==> config.mk <==
export PLATFORM = sky130hd
export DESIGN_NAME = ppr_regs
export DESIGN_NICKNAME = d
export VERILOG_FILES = /design/src/ppr_pkg.sv /design/src/ppr_fifo.sv /design/src/ppr_regs.sv
export SDC_FILE = /design/constraint.sdc
export NUM_CORES = 1
export LEC_CHECK = 0
export ABC_AREA = 1
export BUFFER_PORTS_ARGS = -buffer_cell sky130_fd_sc_hd__buf_2
export CAP_MARGIN = 20
export CELL_PAD_IN_SITES_DETAIL_PLACEMENT = 0
export CELL_PAD_IN_SITES_GLOBAL_PLACEMENT = 2
export CORE_MARGIN = 2
export CORE_UTILIZATION = 35
export DETAILED_ROUTE_END_ITERATION = 16
export GPL_TIMING_DRIVEN = 0
export PLACE_DENSITY = 0.79
export SLEW_MARGIN = 20
export SYNTH_ARGS = -nofsm -noshare
export SYNTH_HDL_FRONTEND = slang
export SYNTH_HIERARCHICAL = 1
export SYNTH_SLANG_ARGS = --single-unit
export TNS_END_PERCENT = 20
==> constraint.sdc <==
create_clock -name ref_clk -period 5.6 [get_ports ref_clk]
set_input_delay 0.56 -clock ref_clk [delete_from_list [all_inputs] [get_ports ref_clk]]
set_output_delay 0.56 -clock ref_clk [all_outputs]
set_load 0.02 [all_outputs]
==> src/ppr_pkg.sv <==
// Purpose: shared constants and carriers for the parallel port register bank
// Assumes: 8-bit ISA host data, offsets relative to the port base address
// Notes: offsets are byte offsets from the base
package ppr_pkg;
   localparam int          DATA_W        = 8;
   localparam int          ADDR_W        = 16;
   localparam int          FIFO_DEPTH    = 16;
   localparam logic [10:0] OFF_DATA      = 11'h000;
   localparam logic [10:0] OFF_STATUS    = 11'h001;
   localparam logic [10:0] OFF_CONTROL   = 11'h002;
   localparam logic [10:0] OFF_FIFO      = 11'h400;
   localparam logic [10:0] OFF_CAP_B     = 11'h401;
   localparam logic [10:0] OFF_ECR       = 11'h402;
   localparam logic [7:0]  CAP_A_VALUE   = 8'h10;
   localparam logic [7:0]  DATA_RESET    = 8'h00;
   localparam logic [5:0]  CTRL_RESET    = 6'h00;
   localparam logic [2:0]  ECR_RESET_MODE = 3'h0;
   localparam logic [4:0]  WR_LEVEL_DEF  = 5'h08;
   localparam logic [4:0]  RD_LEVEL_DEF  = 5'h08;
   localparam int          B_STROBE      = 0;
   localparam int          B_LINEFEED    = 1;
   localparam int          B_INIT        = 2;
   localparam int          B_SELECT      = 3;
   localparam int          B_ACKIRQ      = 4;
   localparam int          B_DIR         = 5;
   localparam int          B_FAULT       = 3;
   localparam int          B_ONLINE      = 4;
   localparam int          B_PERR        = 5;
   localparam int          B_ACK         = 6;
   localparam int          B_BUSY        = 7;
   localparam int          B_IRQLVL      = 6;
   localparam int          B_SVC         = 2;
   localparam int          B_FULL        = 1;
   localparam int          B_EMPTY       = 0;

   typedef enum logic [2:0]
   {
      MODE_COMPAT    = 3'h0,
      MODE_BIDIR     = 3'h1,
      MODE_COMPAT_FIFO_PORT     = 3'h2,
      MODE_STREAM    = 3'h3,
      MODE_EPP       = 3'h4,
      MODE_RSVD      = 3'h5,
      MODE_TEST      = 3'h6,
      MODE_CONFIG    = 3'h7
   } ppr_mode_type;

   typedef struct packed
   {
      logic       tag;
      logic [7:0] data;
   } ppr_fifo_word_type;

   typedef struct packed
   {
      logic fault;
      logic online;
      logic perr;
      logic ack;
      logic busy;
   } ppr_status_type;
endpackage

==> src/ppr_fifo.sv <==
// Purpose: parameterised fifo with valid/ready on both sides
// Assumes: single clock
// Notes: count width holds depth inclusive
module ppr_fifo #(
   parameter int WIDTH = 9,
   parameter int DEPTH = 16
) (
   // clock and reset
   input  wire logic                     ref_clk,
   input  wire logic                     rst,
   input  wire logic                     flush,
   // fill side
   input  wire logic                     in_valid,
   output logic                          in_ready,
   input  wire logic [WIDTH-1:0]         in_data,
   // drain side
   output logic                          out_valid,
   input  wire logic                     out_ready,
   output logic      [WIDTH-1:0]         out_data,
   // state
   output logic      [$clog2(DEPTH):0]   count
);
   localparam int AW = $clog2(DEPTH);
   logic [WIDTH-1:0] mem [DEPTH];
   logic [AW-1:0]    wp_r;
   logic [AW-1:0]    rp_r;
   logic [AW:0]      cnt_r;
   logic             push;
   logic             pop;

   assign in_ready  = (cnt_r != (AW+1)'(DEPTH));
   assign out_valid = (cnt_r != '0);
   assign push      = in_valid && in_ready;
   assign pop       = out_valid && out_ready;
   assign out_data  = mem[rp_r];
   assign count     = cnt_r;

   always_ff @(posedge ref_clk)
   begin
      if (push)
         mem[wp_r] <= in_data;
   end

   always_ff @(posedge ref_clk or posedge rst)
   begin
      if (rst)
      begin
         wp_r  <= '0;
         rp_r  <= '0;
         cnt_r <= '0;
      end
      else if (flush)
      begin
         wp_r  <= '0;
         rp_r  <= '0;
         cnt_r <= '0;
      end
      else
      begin
         if (push)
            wp_r <= wp_r + AW'(1);
         if (pop)
            rp_r <= rp_r + AW'(1);
         if (push && !pop)
            cnt_r <= cnt_r + (AW+1)'(1);
         else if (pop && !push)
            cnt_r <= cnt_r - (AW+1)'(1);
      end
   end
endmodule

==> src/ppr_regs.sv <==
// Purpose: host register bank of a multi-mode parallel port
// Assumes: isa strobes and port pins are asynchronous and synchronised here
// Notes: peripheral handshakes are reduced to a one-byte-per-strobe drain
module ppr_regs (
   // clock and reset
   input  wire logic                  ref_clk,
   input  wire logic                  rst,
   // isa host side
   input  wire logic [15:0]           isa_addr,
   input  wire logic                  isa_aen,
   input  wire logic                  io_write_strobe_n,
   input  wire logic                  io_read_strobe_n,
   input  wire logic [7:0]            isa_data_in,
   output logic      [7:0]            isa_data_out,
   output logic                       isa_data_oe,
   output logic                       irq_out,
   // configuration
   input  wire logic [15:0]           port_base,
   input  wire logic                  epp_enable,
   // port data lines
   input  wire logic [7:0]            port_data_lines_in,
   output logic      [7:0]            port_data_lines_out,
   output logic                       port_data_lines_oe,
   // port control outputs
   output logic                       data_strobe_out,
   output logic                       line_feed_out,
   output logic                       port_initialise_out,
   output logic                       peripheral_select_out,
   // port status inputs
   input  wire logic                  fault_input,
   input  wire logic                  online_input,
   input  wire logic                  paper_error_input,
   input  wire logic                  ack_input,
   input  wire logic                  busy_input
);
   localparam int FW = 9;
   logic [1:0]  wr_s_r;
   logic [1:0]  rd_s_r;
   logic [1:0]  aen_s_r;
   logic [7:0]  pd_s1_r;
   logic [7:0]  pd_s2_r;
   logic [4:0]  st_s1_r;
   logic [4:0]  st_s2_r;
   logic        ack_d_r;
   logic        wr_d_r;
   logic        rd_d_r;
   logic [7:0]  data_latch_r;
   logic [5:0]  ctrl_r;
   logic [2:0]  mode_r;
   logic        svc_r;
   logic        svc_nxt;
   logic        irq_r;
   logic [7:0]  last_r;
   logic [7:0]  rdata_r;
   logic [4:0]  wr_level_r;
   logic [4:0]  rd_level_r;
   logic        busy_drain_r;
   logic        wr_evt;
   logic        rd_evt;
   logic        hit;
   logic [10:0] off;
   logic        dir_in;
   logic        fifo_mode;
   logic        f_in_valid;
   logic        f_in_ready;
   logic        f_out_valid;
   logic        f_out_ready;
   logic [$clog2(ppr_pkg::FIFO_DEPTH):0] f_count;
   ppr_pkg::ppr_fifo_word_type f_in;
   ppr_pkg::ppr_fifo_word_type f_out;
   ppr_pkg::ppr_status_type    st;
   ppr_pkg::ppr_mode_type      mode;

   function automatic logic sel(input logic [10:0] o, input logic [10:0] want);
      sel = (o == want);
   endfunction

   assign mode = ppr_pkg::ppr_mode_type'(mode_r);
   assign st   = ppr_pkg::ppr_status_type'(st_s2_r);
   assign off  = 11'(isa_addr - port_base);
   assign hit  = !aen_s_r[1] && (isa_addr >= port_base) && (isa_addr - port_base <= 16'(ppr_pkg::OFF_ECR));
   assign wr_evt = hit && wr_s_r[1] && !wr_d_r;
   assign rd_evt = hit && !rd_s_r[1] && rd_d_r;
   assign dir_in = ctrl_r[ppr_pkg::B_DIR] && (mode != ppr_pkg::MODE_COMPAT) && (mode != ppr_pkg::MODE_COMPAT_FIFO_PORT);
   assign fifo_mode = (mode == ppr_pkg::MODE_COMPAT_FIFO_PORT) || (mode == ppr_pkg::MODE_STREAM) || (mode == ppr_pkg::MODE_TEST);

   // synchronisers: first stage read only by second
   always_ff @(posedge ref_clk or posedge rst)
   begin
      if (rst)
      begin
         wr_s_r  <= 2'h3;
         rd_s_r  <= 2'h3;
         aen_s_r <= 2'h3;
         pd_s1_r <= 8'h00;
         pd_s2_r <= 8'h00;
         st_s1_r <= 5'h00;
         st_s2_r <= 5'h00;
         wr_d_r  <= 1'b1;
         rd_d_r  <= 1'b1;
         ack_d_r <= 1'b0;
      end
      else
      begin
         wr_s_r  <= {wr_s_r[0], io_write_strobe_n};
         rd_s_r  <= {rd_s_r[0], io_read_strobe_n};
         aen_s_r <= {aen_s_r[0], isa_aen};
         pd_s1_r <= port_data_lines_in;
         pd_s2_r <= pd_s1_r;
         st_s1_r <= {fault_input, online_input, paper_error_input, ack_input, busy_input};
         st_s2_r <= st_s1_r;
         wr_d_r  <= wr_s_r[1];
         rd_d_r  <= rd_s_r[1];
         ack_d_r <= st.ack;
      end
   end

   // data latch
   always_ff @(posedge ref_clk or posedge rst)
   begin
      if (rst)
         data_latch_r <= ppr_pkg::DATA_RESET;
      else if (wr_evt && sel(off, ppr_pkg::OFF_DATA) &&
               (mode == ppr_pkg::MODE_COMPAT || mode == ppr_pkg::MODE_BIDIR))
         data_latch_r <= isa_data_in;
   end

   // control and extended control; modes other than 000/001 are left only back to 000/001
   always_ff @(posedge ref_clk or posedge rst)
   begin
      if (rst)
      begin
         ctrl_r <= ppr_pkg::CTRL_RESET;
         mode_r <= ppr_pkg::ECR_RESET_MODE;
      end
      else if (wr_evt)
      begin
         if (sel(off, ppr_pkg::OFF_CONTROL))
            ctrl_r <= isa_data_in[5:0];
         if (sel(off, ppr_pkg::OFF_ECR) &&
             (mode_r[2:1] == 2'h0 || isa_data_in[7:6] == 2'h0) &&
             !(isa_data_in[7:5] == 3'h4 && !epp_enable))
            mode_r <= isa_data_in[7:5];
      end
   end

   // thresholds fixed at half depth; software finds them in test mode
   assign wr_level_r = ppr_pkg::WR_LEVEL_DEF;
   assign rd_level_r = ppr_pkg::RD_LEVEL_DEF;

   // service flag: hardware set wins over a software clear
   always_comb
   begin
      svc_nxt = svc_r;
      if (wr_evt && sel(off, ppr_pkg::OFF_ECR))
         svc_nxt = isa_data_in[ppr_pkg::B_SVC];
      if (fifo_mode && !svc_r &&
          ((!dir_in && (5'(ppr_pkg::FIFO_DEPTH) - 5'(f_count)) >= wr_level_r) ||
           (dir_in && 5'(f_count) >= rd_level_r)))
         svc_nxt = 1'b1;
   end

   always_ff @(posedge ref_clk or posedge rst)
   begin
      if (rst)
         svc_r <= 1'b1;
      else
         svc_r <= svc_nxt;
   end

   // acknowledge interrupt
   always_ff @(posedge ref_clk or posedge rst)
   begin
      if (rst)
         irq_r <= 1'b0;
      else
         irq_r <= ctrl_r[ppr_pkg::B_ACKIRQ] && st.ack && !ack_d_r;
   end
   assign irq_out = irq_r;

   // fifo fill: host writes forward, port bytes in reverse stream mode
   always_comb
   begin
      f_in_valid = 1'b0;
      f_in.tag   = 1'b0;
      f_in.data  = isa_data_in;
      if (wr_evt && sel(off, ppr_pkg::OFF_FIFO) && fifo_mode &&
          (mode == ppr_pkg::MODE_TEST || !dir_in))
         f_in_valid = 1'b1;
      else if (wr_evt && sel(off, ppr_pkg::OFF_DATA) && mode == ppr_pkg::MODE_STREAM && !dir_in)
      begin
         f_in_valid = 1'b1;
         f_in.tag   = 1'b1;
      end
      else if (mode == ppr_pkg::MODE_STREAM && dir_in && st.ack && !ack_d_r)
      begin
         f_in_valid = 1'b1;
         f_in.data  = pd_s2_r;
      end
   end

   // fifo drain: one byte per free peripheral in forward modes, host reads otherwise
   always_comb
   begin
      f_out_ready = 1'b0;
      if ((mode == ppr_pkg::MODE_COMPAT_FIFO_PORT || (mode == ppr_pkg::MODE_STREAM && !dir_in)) &&
          !st.busy && !busy_drain_r)
         f_out_ready = 1'b1;
      else if (rd_evt && sel(off, ppr_pkg::OFF_FIFO) &&
               (mode == ppr_pkg::MODE_TEST || (mode == ppr_pkg::MODE_STREAM && dir_in)))
         f_out_ready = 1'b1;
   end

   // full writes are dropped by the fifo itself, so test mode never waits
   ppr_fifo #(
      .WIDTH (FW),
      .DEPTH (ppr_pkg::FIFO_DEPTH)
   ) u_fifo (
      .ref_clk   (ref_clk),
      .rst       (rst),
      .flush     (mode == ppr_pkg::MODE_COMPAT || mode == ppr_pkg::MODE_BIDIR),
      .in_valid  (f_in_valid),
      .in_ready  (f_in_ready),
      .in_data   (f_in),
      .out_valid (f_out_valid),
      .out_ready (f_out_ready),
      .out_data  (f_out),
      .count     (f_count)
   );

   // last byte seen and one-shot strobe per drained byte
   always_ff @(posedge ref_clk or posedge rst)
   begin
      if (rst)
      begin
         last_r       <= 8'h00;
         busy_drain_r <= 1'b0;
      end
      else
      begin
         if (f_out_valid && f_out_ready)
            last_r <= f_out.data;
         busy_drain_r <= (f_out_valid && f_out_ready && mode != ppr_pkg::MODE_TEST) ||
                         (busy_drain_r && !st.busy && fifo_mode);
      end
   end

   // read mux
   always_ff @(posedge ref_clk or posedge rst)
   begin
      if (rst)
         rdata_r <= 8'h00;
      else if (hit && !rd_s_r[1])
      begin
         rdata_r <= 8'h00;
         if (sel(off, ppr_pkg::OFF_DATA) && (mode == ppr_pkg::MODE_COMPAT || mode == ppr_pkg::MODE_BIDIR))
            rdata_r <= pd_s2_r;
         else if (sel(off, ppr_pkg::OFF_STATUS))
            rdata_r <= {!st.busy, st.ack, st.perr, st.online, st.fault, 3'h0};
         else if (sel(off, ppr_pkg::OFF_CONTROL))
            rdata_r <= {2'h0, ctrl_r};
         else if (sel(off, ppr_pkg::OFF_ECR))
            rdata_r <= {mode_r, 2'h0, svc_r, !f_in_ready, !f_out_valid};
         else if (sel(off, ppr_pkg::OFF_FIFO) && mode == ppr_pkg::MODE_CONFIG)
            rdata_r <= ppr_pkg::CAP_A_VALUE;
         else if (sel(off, ppr_pkg::OFF_CAP_B) && mode == ppr_pkg::MODE_CONFIG)
            rdata_r <= {1'b0, irq_r, 6'h00};
         else if (sel(off, ppr_pkg::OFF_FIFO) &&
                  (mode == ppr_pkg::MODE_TEST || (mode == ppr_pkg::MODE_STREAM && dir_in)))
         begin
            // the pop happens on the first cycle only, so the popped byte must stand for the rest
            if (rd_d_r)
               rdata_r <= f_out_valid ? f_out.data : last_r;
            else
               rdata_r <= rdata_r;
         end
      end
   end
   assign isa_data_out = rdata_r;
   assign isa_data_oe  = hit && !rd_s_r[1];

   // pins
   assign port_data_lines_out   = (mode == ppr_pkg::MODE_TEST || fifo_mode) ?
                                  (f_out_valid ? f_out.data : last_r) : data_latch_r;
   assign port_data_lines_oe    = !dir_in;
   assign data_strobe_out       = !(ctrl_r[ppr_pkg::B_STROBE] || (busy_drain_r && mode != ppr_pkg::MODE_TEST));
   assign line_feed_out         = !ctrl_r[ppr_pkg::B_LINEFEED];
   assign port_initialise_out   = ctrl_r[ppr_pkg::B_INIT];
   assign peripheral_select_out = !ctrl_r[ppr_pkg::B_SELECT];
endmodule

[Yosys cells after proc, flatten, opt, wreduce, memory -nomap -nowiden]
Memories as Yosys holds them, arrays and structs flattened.
Index checks and enable logic that the tools add are counted.
Cells by class
  magnitude comparators: 4
  reduce and logical (&&, ||, !) cells: 86
  muxes and demuxes: 30
  equality and inequality tests: 15
  $add $sub $neg: 6
Operators by type and width (count)
  $mux 8: 12
  $logic_and 1x1->1: 45
  $eq 11x11->1 const B: 3
  $logic_not 1->1: 17
  $ge 16x16->1: 1
  $le 16x11->1 const B: 1
  $mux 4: 4
  $sub 16x16->16: 1
  $mux 5: 3
  $eq 11x1->1 const B: 1
  $eq 11x2->1 const B: 1
  $logic_not 11->1: 1
  $logic_or 1x1->1: 11
  $ge 5x4->1 const B: 2
  $mux 1: 10
  $eq 3x3->1 const B: 3
  $mux 9: 1
  $add 4x1->4 const B: 2
  $ne 8x8->1 const B: 1
  $eq 3x2->1 const B: 2
  $reduce_and 2->1: 3
  $reduce_bool 2->1: 3
  $reduce_bool 3->1: 2
  $add 5x1->5 const B: 1
  9 further kinds: 10
Storage, ports and cells
  word-level logic and storage cells: 163
  bits in registers: 84
  input bits: 59
  memories kept: 1
  RAM bits: 144
  output and inout port bits: 23
Memory list
  u_fifo.mem: words 16, width 9, rd ports 1, clocked after memory_dff 0, wr ports 1, line ppr_fifo.sv:24  | logic [WIDTH-1:0] mem [DEPTH];

[Depth between registers and ports, before layout]
  word-level depth: 16
  gate-level depth with buffers: 28
  mapped depth without buffers: 28

[By module]
The synthesis kept the hierarchy.
Modules (own cells, without submodules)
  ppr_fifo: area an instance 7105.6 sq um, instances 1, cells an instance 706, sequential area each 4649.5 sq um
  ppr_regs: area an instance 4384.2 sq um, instances 1, cells an instance 598, sequential area each 1788.0 sq um

[Least setup slack after synthesis]
Ideal clock, no wire load.
  path type: input to register
  start: input isa_addr[0]
  end: register u_fifo.cnt_r[3] (netlist: u_fifo/count[3])
  arrival time: 3770 ps
  data required time: 5473 ps
  buffers on the path: 0
  slack: 1703 ps
  stages: 27
  cells stage by stage: inv_1 > ha_1 > fa_1 > inv_1 > nand3_1 > nand2_4 > nand2_2 > nand2_2 > nand2_2 > nand2_2 > inv_2 > nor2_2 > nand3_2 > nand2_2 > nand3_4 > nor3_4 > o21ai_0 > nand2_1 > nand2_2 > inv_2 > ha_1 > inv_1 > ha_1 > a21oi_1 > nand3b_1 > nand3_1 > o21ai_0
On the way
  longest elaborated chain between the ends: 14
Ends and longest elaborated chain
  start: declaration: line ppr_regs.sv:9  | input wire logic [15:0] isa_addr,
  $sub 16x16->16 / $ge 16x16->1 (equally long branches): line ppr_regs.sv:81  | assign hit = !aen_s_r[1] && (isa_addr >= port_base) && (isa_addr - port_base <= 16'(ppr_pkg::OFF_ECR));
  $le 16x11->1 / $logic_and 1x1->1 (equally long branches): line ppr_regs.sv:81
  $logic_and 1x1->1: line ppr_regs.sv:81
  $logic_and 1x1->1 (2 in a row): line ppr_regs.sv:82  | assign wr_evt = hit && wr_s_r[1] && !wr_d_r;
  $logic_and 1x1->1 (3 in a row): line ppr_regs.sv:190  | else if (wr_evt && sel(off, ppr_pkg::OFF_DATA) && mode == ppr_pkg::MODE_STREAM && !dir_in)
  $mux 1: line ppr_regs.sv:190
  $mux 1 (*): line ppr_regs.sv:187  | if (wr_evt && sel(off, ppr_pkg::OFF_FIFO) && fifo_mode &&
  net f_in_valid: line ppr_regs.sv:64  | logic f_in_valid;
  $logic_and 1x1->1 (*): line ppr_fifo.sv:33  | assign push = in_valid && in_ready;
  $logic_and 1x1->1 / $logic_not 1->1 (equally long branches): line ppr_fifo.sv:64, ppr_fifo.sv:66
  $mux 5 / $logic_and 1x1->1 (equally long branches): line ppr_fifo.sv:64, ppr_fifo.sv:66
  $mux 5 / $reduce_bool 3->1 (equally long branches)
  end signal: assignment: line ppr_fifo.sv:65  | cnt_r <= cnt_r + (AW+1)'(1);
  end signal: assignment: line ppr_fifo.sv:67  | cnt_r <= cnt_r - (AW+1)'(1);
  end: declaration: line ppr_fifo.sv:27  | logic [AW:0] cnt_r;
Mark *: on every way through the listed nets, which the timed path passes. The rest lies on a longest branch.
A chain may end at the register's enable or synchronous reset.

[Worst setup path after layout]
Ends and elaborated chain as after synthesis.

==> impl_metrics.yaml <==
status:
  status: "finished clean"
worst_setup_path:
  critPathMaxFanout: 9
  start_kind: "input pin"
  crit_path_end_kind: "flip-flop"
  regToRegStartpoint: "mode[0]$_DFFE_PP0P_"
  critPathLaunch: "isa_addr[0]"
  crit_arrival_ns: 4.49
  path_class: "input pin to flip-flop"
  crit_required_ns: 5.99
routing:
  via_count: 8323
  wirelength_mm: 29.33
  routed_via_density: 4.710
  post_drt_wl_per_cell_um: 16.60
  drcViolationCount: 0
  first_pass_iters: 6
  dr.first_iter.drc_count: 552
  antenna_left: 0
clock_tree:
  cts-resized-gates: 0
  cts_root_buf: "clkbuf_16"
  clk_latency_ns: 0.53
  numCtsBuffers: 24
  cts_tree: "built"
  post_cts_buffers: 0
  h-tree-depth: 1
  cts_hold_buf: 0
  cts.path.max_buffers: 3
  cts_sinks: 212
  path_clk_slew_ns: 0.06
synth:
  syn_nets: 1329
  synth_warnings: 6
  netlist_area_um2: 10820
  netlist_instances: 1242
  syn_area_per_cell_um2: 8.710
timing:
  relSlewSlack_pct: 32.80
  skew_ns: 0.02663
  finalHoldViolations: 0
  rsz0062_at_grt: "false"
  finalCritPeriodShare_pct: 73.25
  worst_pin_slew_ns: 1.004
  drv_slew: 0
  setup-violations-final: 0
  clock.fmax_mhz: 243.8
  fin_crit_ns: 4.102
  fin_ws_ns: 1.498
  tns_ns: 0
final_layout:
  layout.nets: 1442
  fin_area_um2: 12600
  instances_no_fill: 1767
  areaGrowthSynthToFinish_pct: 16.46
  drive_gt1_share_pct: 16.78
  num_antenna_cells: 0
pwr:
  powerDensity_nw_per_um2: 273.6
  power.total_mw: 3.447
  leakagePower_nw: 5.983
  max-vdd-ir-drop_mv: 0.2559
global_routing:
  grt_pass1_wl_mm: 46.62
  grt_start_max_net_pins: 39
  grt_remaining_overflow: 0
  track_usage_pct: 18.34
  antenna_found_initial: 0
  grt_pass1_vias: 8262
floorplanning:
  io_pins: 82
  coreArea_um2: 30510
  die_area_um2: 32330
  fp.dieW_um: 179.8
  initial_core_util_pct: 35.46
  dieHeight_um: 179.8
  num_rows: 64
hold_path:
  hp-class: "input pin to asynchronous set/reset pin"
placed_design:
  place_inst: 1725
  place_area_um2: 11830
  place.gp.congestion: 0.8473
  dp_slack_ns: 0.9643
  io_buffer_count: 81
  dp_hpwl_mm: 22.03
run:
  cap_violations: 0
cells in the final DEF, fill, tap and decap left out, drive strengths merged:
cell type,instances
a2111o,1
a21oi,31
a31oi,4
and2,3
buf,118
bufinv,2
clkbuf,36
clkinv,13
dfrtp,75
dfstp,9
edfxtp,128
fa,2
ha,26
inv,201
nand2,412
nand3,162
nand3b,5
nand4,12
nor2,70
nor3,12
o2111a,1
o2111ai,1
o211a,1
o21ai,37
o31ai,1
or3,1
xnor2,1
xor2,6
registers in the layout (all words and copies together), names as in the netlist, 2 cells and up:
signal        cells
wr_s_r            2
pd_s2_r           8
last_r            8
u_fifo/mem      128
rd_s_r            2
data_latch_r      8
u_fifo/wp_r       4
aen_s_r           2
st                5
u_fifo/rp_r       4
u_fifo/count      5
st_s1_r           5
mode              3
isa_data_out      8
pd_s1_r           8
ctrl_r            6
critical path: stages:
cell      delay [ns]
buf_2           0.07
inv_1           0.03
ha_1            0.21
fa_1            0.40
inv_1           0.10
nand3_1         0.14
nand2_4         0.11
nand2_2         0.06
nand2_2         0.09
nand2_1         0.07
nand3_1         0.07
nand3_1         0.10
nor2_2          0.17
nand3_4         0.13
nor3_4          0.35
o21ai_0         0.21
nand2_1         0.17
nand2_2         0.12
inv_2           0.17
ha_1            0.22
inv_1           0.12
ha_1            0.33
a21oi_1         0.20
nand3b_1        0.09
nand3_1         0.09
o21ai_0         0.07
area by class of cell:
type,count,area [um^2]
Buffer,37,217.7
Clock inverter,12,116.4
Clock buffer,30,654.4
Timing Repair Buffer,87,481.7
Multi-Input combinational cell,789,3908
Fill cell,3122,17910
Tap cell,396,495.5
Sequential cell,212,5957
Inverter,204,768.2
final timing paths:
path | to | slack, ns | cells after the start
min | pd_s2_r[6]$_DFF_PP0_ | 0.09 | 2
min in group ref_clk | aen_s_r[0]$_DFF_PP1_ | 0.15 | 1
max in group asynchronous | pd_s2_r[2]$_DFF_PP0_ | 4.94 | 3
max reg2reg | u_fifo/count[3]$_DFFE_PP0P_ | 2.03 | 16
min reg2reg | st[4]$_DFF_PP0_ | 0.34 | 0
max | u_fifo/count[3]$_DFFE_PP0P_ | 1.50 | 26
through the flow:
stage               util [%]  hold WS [ns]
floorplan                  -        0.3312
global placement       38.41        0.3328
detailed placement     38.77        0.3347
CTS                    41.29       0.08949
global route           41.29        0.1065
finish                 41.29       0.08684
report_power, final:
group	leakage, nW	internal, mW	switching (mW)
clock	0.381	0.916	0.626
combinational	3.37	0.0742	0.149
sequential	2.23	1.68	0.00538
total	5.98	2.67	0.781
routing by layer:
layer | GRT usage [%] | wire [um] | vias up
met2 | 31.43 | 14000 | 194
met5 | 0 | 0 | -
met3 | 2.147 | 1091 | 38
met1 | 24.78 | 13600 | 3882
li1 | - | - | 4209
met4 | 4.520 | 637 | 0
(Power assumes the default switching activity.)
